[src/mfi_defines.vh]
`ifndef MFI_DEFINES_VH
`define MFI_DEFINES_VH

// Bus register byte offsets
`define OFS_FUNC_LO        12'h000
`define OFS_FUNC_HI        12'h004
`define OFS_FILTER         12'h008
`define OFS_CTRL           12'h00C
`define OFS_TERM           12'h010
`define OFS_CMD            12'h014
`define OFS_IRQ_STAT       12'h018
`define OFS_IRQ_MASK       12'h01C

// Function codes
`define FN_LEN_RESET       6'd28
`define FN_PULSE_IN        6'd30
`define FN_DC_BRAKE        6'd32
`define FN_EXT_FAULT_NC    6'd33
`define FN_PID_REVERSE     6'd35
`define FN_EXT_STOP1       6'd36
`define FN_CMD_SWITCH      6'd37
`define FN_PID_INT_HOLD    6'd38
`define FN_SRC_X_KEYPAD    6'd39
`define FN_SRC_Y_KEYPAD    6'd40
`define FN_PID_GAIN_SEL    6'd43
`define FN_EMERG_STOP      6'd47
`define FN_EXT_STOP2       6'd48
`define FN_EXT_FAULT_NO    6'd11

// Command source modes
`define CMD_SRC_PANEL      2'd0
`define CMD_SRC_TERMINAL   2'd1
`define CMD_SRC_COMM       2'd2

// Control register fields
`define CTRL_CMD_SRC_LO    0
`define CTRL_CMD_SRC_HI    1
`define CTRL_PID_DIR       2
`define CTRL_GAIN_BY_TERM  3

// Deceleration set for external stop 2
`define DECEL_SET_STOP2    2'd3

// Filter time in microseconds, clock in MHz
`define FILTER_DEFAULT_US  32'd10000
`define FILTER_MAX_US      32'd1000000
`define CLK_MHZ            32'd100

// Reset values
`define RST_FUNC_LO        32'h0000_0000
`define RST_FUNC_HI        32'h0000_0000
`define RST_CTRL           32'h0000_0000
`define RST_MASK           32'h0000_0000

`endif

[src/input_sync_filter.v]
`timescale 1ns/100ps
`default_nettype none

module input_sync_filter (
    // Clock and reset
    input  wire        clk,
    input  wire        resetn,
    // Raw pin and filter length
    input  wire        pin,
    input  wire [27:0] filt_cycles,
    // Filtered level
    output reg         level_r
);

    reg        sync1_r;
    reg        sync2_r;
    reg [27:0] cnt_r;

    // Two-stage synchroniser, then stability counter
    always @(posedge clk or negedge resetn) begin
        if (!resetn) begin
            sync1_r <= 1'b0;
            sync2_r <= 1'b0;
            cnt_r   <= 28'h000_0000;
            level_r <= 1'b0;
        end else begin
            sync1_r <= pin;
            sync2_r <= sync1_r;
            if (sync2_r == level_r) begin
                cnt_r <= 28'h000_0000;
            end else if (cnt_r >= filt_cycles) begin
                // Zero filter time passes changes after sync only
                level_r <= sync2_r;
                cnt_r   <= 28'h000_0000;
            end else begin
                cnt_r <= cnt_r + 28'h000_0001;
            end
        end
    end

endmodule

`default_nettype wire

[src/func_lookup.v]
`timescale 1ns/100ps
`default_nettype none

module func_lookup (
    // Clock and reset
    input  wire        clk,
    input  wire        resetn,
    // Codes per terminal and filtered levels
    input  wire [29:0] codes,
    input  wire [4:0]  levels,
    // Active terminals per function
    output reg  [63:0] fn_active_r
);

    integer    i;
    reg [63:0] nxt;

    // One-hot OR of the assigned function of every terminal whose level is high
    always @* begin
        nxt = 64'h0000_0000_0000_0000;
        for (i = 0; i < 5; i = i + 1) begin
            if (levels[i]) begin
                nxt[codes[i*6 +: 6]] = 1'b1;
            end
        end
    end

    // Registered so downstream sees a clean level
    always @(posedge clk or negedge resetn) begin
        if (!resetn) begin
            fn_active_r <= 64'h0000_0000_0000_0000;
        end else begin
            fn_active_r <= nxt;
        end
    end

endmodule

`default_nettype wire

[src/input_terminal_function_decoder.v]
`timescale 1ns/100ps
`default_nettype none
`include "mfi_defines.vh"

module input_terminal_function_decoder (
    // Clock and reset
    input  wire        clk,
    input  wire        resetn,
    // Terminal pins
    input  wire [4:0]  multifunction_input,
    // APB slave
    input  wire        psel,
    input  wire        penable,
    input  wire        pwrite,
    input  wire [11:0] paddr,
    input  wire [31:0] pwdata,
    output reg  [31:0] prdata,
    output reg         pready,
    output reg         pslverr,
    // Control core strobes
    output reg         pulse_freq_en,
    output reg         pulse_freq_in,
    output reg         dc_brake_now,
    output reg         external_fault_code,
    output reg         fault_stop,
    output reg         fault_protect_req,
    output reg         pid_dir_reverse,
    output reg         panel_stop,
    output reg [1:0]   cmd_source,
    output reg         pid_int_hold,
    output reg         src_x_keypad,
    output reg         src_y_keypad,
    output reg         pid_gain_set2,
    output reg         emerg_stop,
    output reg         decel_stop,
    output reg [1:0]   decel_set,
    output reg         length_reset,
    // Interrupt
    output reg         irq
);

    // Register state
    reg  [31:0] func_lo_r;
    reg  [31:0] func_hi_r;
    reg  [31:0] filter_us_r;
    reg  [31:0] ctrl_r;
    reg  [7:0]  irq_stat_r;
    reg  [7:0]  irq_mask_r;
    reg         cmd_toggle_r;
    reg         pulse_s1_r;
    reg         pulse_s2_r;
    wire [4:0]  level;
    wire [63:0] fn;
    wire [29:0] codes;
    wire [5:0]  code_t1;
    wire [5:0]  code_t2;
    wire [5:0]  code_t3;
    wire [5:0]  code_t4;
    wire [5:0]  code_t5;
    wire [31:0] filt_full;
    wire [27:0] filt_cycles;
    wire        wr_en;
    wire        rd_en;
    reg  [7:0]  irq_evt;
    reg  [31:0] rd_nxt;
    reg         addr_ok;
    reg         fault_nxt;
    reg  [1:0]  src_nxt;

    // Code fields per terminal; terminal five sits alone in the high word
    assign code_t1 = func_lo_r[5:0];
    assign code_t2 = func_lo_r[11:6];
    assign code_t3 = func_lo_r[17:12];
    assign code_t4 = func_lo_r[29:24];
    assign code_t5 = func_hi_r[5:0];
    assign codes   = {code_t5, code_t4, code_t3, code_t2, code_t1};
    // Microseconds to cycles; one second still fits in 28 bits
    assign filt_full   = filter_us_r * `CLK_MHZ;
    assign filt_cycles = filt_full[27:0];
    // Transfer completes on the edge that sees pready high
    assign wr_en = psel & penable & pwrite & pready;
    assign rd_en = psel & penable & ~pwrite & pready;

    // One filter length is shared by all five terminals
    // per-pin debounce
    genvar g;
    generate
        for (g = 0; g < 5; g = g + 1) begin : gen_filt
            input_sync_filter u_filt (
                .clk         (clk),
                .resetn      (resetn),
                .pin         (multifunction_input[g]),
                .filt_cycles (filt_cycles),
                .level_r     (level[g])
            );
        end
    endgenerate

    func_lookup u_lookup (
        .clk         (clk),
        .resetn      (resetn),
        .codes       (codes),
        .levels      (level),
        .fn_active_r (fn)
    );

    // Raw pulse path for terminal five, synchronised but unfiltered
    always @(posedge clk or negedge resetn) begin
        if (!resetn) begin
            pulse_s1_r <= 1'b0;
            pulse_s2_r <= 1'b0;
        end else begin
            pulse_s1_r <= multifunction_input[4];
            pulse_s2_r <= pulse_s1_r;
        end
    end

    // Address decode and read mux
    always @* begin
        addr_ok = 1'b1;
        rd_nxt  = 32'h0000_0000;
        case (paddr)
            `OFS_FUNC_LO:  rd_nxt = func_lo_r;
            `OFS_FUNC_HI:  rd_nxt = func_hi_r;
            `OFS_FILTER:   rd_nxt = filter_us_r;
            `OFS_CTRL:     rd_nxt = ctrl_r;
            `OFS_TERM:     rd_nxt = {27'h000_0000, level};
            `OFS_CMD:      rd_nxt = {30'h0000_0000, cmd_source};
            `OFS_IRQ_STAT: rd_nxt = {24'h00_0000, irq_stat_r};
            `OFS_IRQ_MASK: rd_nxt = {24'h00_0000, irq_mask_r};
            default:       addr_ok = 1'b0;
        endcase
    end

    // Function outputs, next values
    always @* begin
        fault_nxt = fn[`FN_EXT_FAULT_NC] | fn[`FN_EXT_FAULT_NO];
        src_nxt   = ctrl_r[`CTRL_CMD_SRC_HI:`CTRL_CMD_SRC_LO];
        if (cmd_toggle_r) begin
            if (src_nxt == `CMD_SRC_TERMINAL) begin
                src_nxt = `CMD_SRC_COMM;
            end else if (src_nxt == `CMD_SRC_COMM) begin
                src_nxt = `CMD_SRC_TERMINAL;
            end
        end
        // Code 3 names no source; fall back to panel so the output stays legal
        if (src_nxt == 2'h3) begin
            src_nxt = `CMD_SRC_PANEL;
        end
        irq_evt[0] = fn[`FN_LEN_RESET];
        irq_evt[1] = fn[`FN_CMD_SWITCH];
        irq_evt[2] = fn[`FN_EXT_FAULT_NC];
        irq_evt[3] = fn[`FN_EXT_FAULT_NO];
        irq_evt[4] = fn[`FN_DC_BRAKE];
        irq_evt[5] = fn[`FN_EXT_STOP1];
        irq_evt[6] = fn[`FN_EMERG_STOP];
        irq_evt[7] = fn[`FN_EXT_STOP2];
    end

    // APB registers; one wait state gives registered read data
    always @(posedge clk or negedge resetn) begin
        if (!resetn) begin
            func_lo_r   <= `RST_FUNC_LO;
            func_hi_r   <= `RST_FUNC_HI;
            filter_us_r <= `FILTER_DEFAULT_US;
            ctrl_r      <= `RST_CTRL;
            irq_mask_r  <= 8'h00;
            irq_stat_r  <= 8'h00;
            prdata      <= 32'h0000_0000;
            pready      <= 1'b0;
            pslverr     <= 1'b0;
        end else begin
            // One wait state; read data is registered meanwhile
            pready  <= psel & penable & ~pready;
            pslverr <= psel & penable & ~pready & ~addr_ok;
            if (psel & penable & ~pready & ~pwrite) begin
                prdata <= rd_nxt;
            end
            if (wr_en & addr_ok) begin
                case (paddr)
                    `OFS_FUNC_LO: func_lo_r <= pwdata;
                    `OFS_FUNC_HI: func_hi_r <= pwdata;
                    `OFS_FILTER: begin
                        // Clamp at one second
                        if (pwdata > `FILTER_MAX_US) begin
                            filter_us_r <= `FILTER_MAX_US;
                        end else begin
                            filter_us_r <= pwdata;
                        end
                    end
                    `OFS_CTRL:     ctrl_r <= pwdata;
                    `OFS_IRQ_MASK: irq_mask_r <= pwdata[7:0];
                    // Levels and live source are read-only
                    `OFS_TERM, `OFS_CMD: ;
                    default: ;
                endcase
            end
            // Set wins over write-one clear
            if (wr_en && paddr == `OFS_IRQ_STAT) begin
                irq_stat_r <= (irq_stat_r & ~pwdata[7:0]) | irq_evt;
            end else begin
                irq_stat_r <= irq_stat_r | irq_evt;
            end
            if (rd_en) begin
                prdata <= prdata;
            end
        end
    end

    // Switch request level for command source
    always @(posedge clk or negedge resetn) begin
        if (!resetn) begin
            cmd_toggle_r <= 1'b0;
        end else begin
            // Level held: source stays swapped while terminal is on
            cmd_toggle_r <= fn[`FN_CMD_SWITCH];
        end
    end

    // Registered strobes to the control core
    always @(posedge clk or negedge resetn) begin
        if (!resetn) begin
            pulse_freq_en       <= 1'b0;
            pulse_freq_in       <= 1'b0;
            dc_brake_now        <= 1'b0;
            external_fault_code <= 1'b0;
            fault_stop          <= 1'b0;
            fault_protect_req   <= 1'b0;
            pid_dir_reverse     <= 1'b0;
            panel_stop          <= 1'b0;
            cmd_source          <= `CMD_SRC_PANEL;
            pid_int_hold        <= 1'b0;
            src_x_keypad        <= 1'b0;
            src_y_keypad        <= 1'b0;
            pid_gain_set2       <= 1'b0;
            emerg_stop          <= 1'b0;
            decel_stop          <= 1'b0;
            decel_set           <= 2'd0;
            length_reset        <= 1'b0;
        end else begin
            pulse_freq_en <= (codes[29:24] == `FN_PULSE_IN);
            pulse_freq_in <= (codes[29:24] == `FN_PULSE_IN) & pulse_s2_r;
            dc_brake_now <= fn[`FN_DC_BRAKE];
            external_fault_code <= fault_nxt;
            fault_stop          <= fn[`FN_EXT_FAULT_NC];
            fault_protect_req   <= fn[`FN_EXT_FAULT_NO];
            pid_dir_reverse <= ctrl_r[`CTRL_PID_DIR] ^ fn[`FN_PID_REVERSE];
            panel_stop <= fn[`FN_EXT_STOP1] &
                          (src_nxt == `CMD_SRC_PANEL);
            cmd_source <= src_nxt;
            pid_int_hold <= fn[`FN_PID_INT_HOLD];
            src_x_keypad <= fn[`FN_SRC_X_KEYPAD];
            src_y_keypad <= fn[`FN_SRC_Y_KEYPAD];
            pid_gain_set2 <= ctrl_r[`CTRL_GAIN_BY_TERM] & fn[`FN_PID_GAIN_SEL];
            emerg_stop <= fn[`FN_EMERG_STOP];
            // stop with decel set four, any mode
            decel_stop <= fn[`FN_EXT_STOP2];
            decel_set  <= fn[`FN_EXT_STOP2] ? `DECEL_SET_STOP2 : 2'd0;
            length_reset <= fn[`FN_LEN_RESET];
        end
    end

    // Interrupt level; lags status by a cycle, so a clear drops it next edge
    always @(posedge clk or negedge resetn) begin
        if (!resetn) begin
            irq <= 1'b0;
        end else begin
            irq <= |(irq_stat_r & irq_mask_r);
        end
    end

endmodule

`default_nettype wire

[config.mk]
export PLATFORM = sky130hd
export DESIGN_NAME = input_terminal_function_decoder
export DESIGN_NICKNAME = d
export VERILOG_FILES = /design/src/input_sync_filter.v /design/src/func_lookup.v /design/src/input_terminal_function_decoder.v
export VERILOG_INCLUDE_DIRS = /design/src
export SDC_FILE = /design/constraint.sdc
export NUM_CORES = 1
export LEC_CHECK = 0
export BUFFER_PORTS_ARGS = -buffer_cell sky130_fd_sc_hd__buf_2
export CORE_MARGIN = 4
export CORE_UTILIZATION = 63
export DETAILED_ROUTE_END_ITERATION = 12
export GPL_TIMING_DRIVEN = 1
export PLACE_DENSITY = 0.82
export SLEW_MARGIN = 10
export SYNTH_ARGS = -nofsm -noshare
export SYNTH_HDL_FRONTEND = slang
export SYNTH_SLANG_ARGS = --single-unit
[constraint.sdc]
create_clock -name clk -period 8.15 [get_ports clk]
set_clock_uncertainty 0.15 [all_clocks]
set_input_delay 1.63 -clock clk [delete_from_list [all_inputs] [get_ports clk]]
set_output_delay 1.63 -clock clk [all_outputs]
set_load 0.05 [all_outputs]
==> impl_metrics.py <==
metrics = {
    "placement": {
        "pre_cts_ws_ns": 1.320,
        "io_buffers": 107,
        "dp_hpwl_um": 37780,
        "gp_congestion": 0.9488,
    },
    "drt": {
        "wl_per_cell_um": 20.08,
        "first_pass_iters": 7,
        "drc": 0,
        "drtIter0Drc": 1241,
        "vias": 16397,
        "viasPerCell": 6.164,
        "ant_nets": 0,
        "routed_wl_um": 53420,
    },
    "critical_path": {
        "arrival_ns": 7.17,
        "worstSetupStartpoint": "filter_us_r[4]",
        "cpLargestDelayFamily": "compound AO/OA/AOI/OAI gates",
        "r2r-start": "filter_us_r[4]",
        "critical_path_class": "reg2reg",
        "path_max_fanout": 28,
        "crit_slowest_cell": "xor2_1",
        "timing.critical_path.mode_cell": "ha_1",
        "end_kind": "register",
        "critPathMaxStageDelay_ns": 0.66,
        "cp.buffers_inverters": 0,
        "crit_chain": "ha_1, ha_1, fa_1, ha_1, a21o_1, a31o_2, nor2_1, o21ai_0, a21oi_1, o21bai_1, a211oi_1, xor2_1, ha_1, a21o_1, a21o_1, a21oi_1, o21ai_0, o21bai_1, maj3_2, a211oi_1, o31ai_4, nor2_1",
        "setup.worst_path.start_class": "register",
        "worstPathRequired_ns": 8.46,
    },
    "cells_and_area": {
        "diodes": 0,
        "drive_above_1_share_pct": 17.99,
        "fin_nets": 2448,
        "multi_input_area_sq_um": 11840,
        "nFillCells": 2388,
        "seq_area_sq_um": 9140,
        "syn_to_final_growth_pct": 10.03,
    },
    "clocking": {
        "cts_htree_levels": 2,
        "clockBufferDepth": 3,
        "ctsHoldBuffers": 0,
        "cts_sinks": 365,
        "root_buffer": "clkbuf_16",
        "post-cts-setup-buffers": 0,
        "cts.repair.resized": 0,
        "cts_tree": "yes",
        "clk_pin_slew_ns": 0.06,
        "cts_made_buffers": 39,
        "clk_latency_ns": 0.54,
    },
    "die": {
        "rows": 67,
        "die_w_um": 193.9,
        "io_pins": 108,
        "die_h_um": 193.9,
        "initial_core_util_pct": 64.43,
        "die_area_sq_um": 37590,
        "core_area_sq_um": 33780,
    },
    "hold_path": {
        "hp-start": "gen_filt[2].u_filt.sync1_r",
        "hold_path_class": "reg2reg",
    },
    "yosys": {
        "ys_warn_count": 0,
        "ys_seq_elements": 365,
        "yosysTopAreaCell": "dfrtp_1",
        "ys_seq_area_share_pct": 41.99,
        "synth.top_cells.by_count": "dfrtp_1 (360), nor2_1 (206), ha_1 (192), nand2_1 (172), inv_1 (125)",
        "synthTopCellsByArea": "dfrtp_1 (41%), ha_1 (11%), mux2_2 (5.5%)",
        "synth_top_area_share_pct": 41.39,
        "syn_area_sq_um": 21770,
        "synth_nets": 2347,
        "synth_ff_type": "dfrtp_1",
        "ys_async_sr_fraction_pct": 100.0,
        "synth_cell_types": 85,
        "synth-edff-count": 0,
        "synth_most_common_cell": "dfrtp_1",
        "syn_avg_cell_area_sq_um": 10.46,
        "synthCells": 2081,
    },
    "pwr": {
        "p_per_area_nw_per_um2": 156.3,
        "peakVddDrop_mv": 0.1599,
        "p_leak_uw": 0.01168,
    },
    "grt": {
        "grt_util_all_layers_pct": 28.18,
        "grt_start_max_net_pins": 174,
        "grt_pass1_vias": 16764,
        "antenna_found_initial": 0,
        "grt_pass1_wl_um": 86970,
        "grt_overflow": 0,
    },
    "timing": {
        "whs_ns": 0.1996,
        "relSlewSlack_pct": 17.76,
        "tightest_slew_ns": 1.224,
        "finalCriticalPeriod_ns": 6.857,
        "rsz0062_at_grt": "false",
        "final.period_utilization_pct": 84.13,
        "slew_violations": 0,
        "fin_ws_ns": 1.293,
        "tns_ns": 0,
        "finalHoldViolCount": 0,
        "setup_violations": 0,
        "timing.fmax_mhz": 145.8,
    },
    "run": {
        "drv_cap": 0,
    },
    "outcome": {
        "outcome": "complete, no violations",
    },
}
[power breakdown]
part / leakage [uW] / total (uW) / switching [uW] / internal (uW)
clock: 0.000628 / 1770 / 737 / 1030
sequential: 0.00498 / 1830 / 10.3 / 1820
combinational: 0.00607 / 143 / 104 / 38.7
[layer usage]
metal  wire, um  global-route usage (%)  share of wire (%)  vias up
met5          0                       0                  0        -
met4       2498                   11.74                4.7        0
met3       3474                   4.188                6.5      167
met2      25870                   48.00                 48      595
met1      21580                   36.40                 40     8078
li1           -                       -                  -     7557
[area by class of cell]
class                           instances  share of cell area, %
Tap cell                              448                  2.341
Timing Repair Buffer                  123                  2.832
Multi-Input combinational cell       1528                  49.43
Inverter                              125                  1.959
Clock buffer                           54                  4.519
Sequential cell                       365                  38.16
Clock inverter                         17                 0.7575
[logic make-up after synthesis]
logic type	after synthesis	share of synthesized area [%]
fa+ha+maj	217	13.15
xor+xnor	158	6.444
buf+inv	188	3.685
flops	365	41.99
compound gates	293	9.928
simple gates	717	16.10
mux	143	8.709
[placed cells by master, fill, tap and decap left out, types with 11 or more instances in the layout]
cell type	netlist	layout
xnor2_1	60	60
fa_1	20	20
and2_1	11	11
nor2_2	30	31
nand3_1	76	76
mux2_2	107	107
nand2_1	172	172
o22ai_1	11	11
a21oi_1	51	51
nand4_1	51	51
nand2b_1	16	16
and3_1	25	25
clkinv_2	0	11
nor4_1	18	18
a21o_1	32	32
nor3_1	30	28
xor2_1	97	97
nor2b_1	26	26
buf_2	2	106
dfrtp_1	360	360
clkbuf_16	0	39
a22oi_1	13	13
buf_4	2	15
o21ai_0	75	75
mux4_2	26	26
inv_1	125	125
ha_1	192	192
nor2_1	206	205
[worst paths after layout]
path | endpoint | depth (start not counted) | slack (ns)
worst max register to register | gen_filt[2].u_filt.cnt_r[10] | 22 | 1.29
min in group asynchronous | decel_set[0] | 1 | 0.97
max in group asynchronous | prdata[24] | 2 | 5.35
worst min register to register | gen_filt[2].u_filt.sync2_r | 0 | 0.20
worst min-delay path | gen_filt[2].u_filt.sync2_r | 0 | 0.20
worst max-delay path | gen_filt[2].u_filt.cnt_r[10] | 22 | 1.29
[registers in the layout (all words and copies together), names as in the netlist, 2 cells and up]
signal	flops
gen_filt.u_filt.cnt_r	140
ctrl_r	32
filter_us_r	32
func_hi_r	32
func_lo_r	32
prdata	32
u_lookup.fn_active_r	13
irq_mask_r	8
irq_stat_r	8
gen_filt.u_filt.level_r	5
gen_filt.u_filt.sync1_r	5
gen_filt.u_filt.sync2_r	5
cmd_source	2
[stage by stage]
step | utilization [%] | area, sq um | total power [uW] | std cells
final | 70.89 | 23950 | 3743 | 2660
after global routing | 70.89 | 23950 | 3867 | 2660
after global placement | 67.15 | 22690 | 2003 | 2589
after detailed placement | 67.15 | 22690 | 2008 | 2589
after CTS | 70.89 | 23950 | 3774 | 2660
after floorplan | - | 21770 | 1929 | 2081
(Power assumes the default switching activity.)
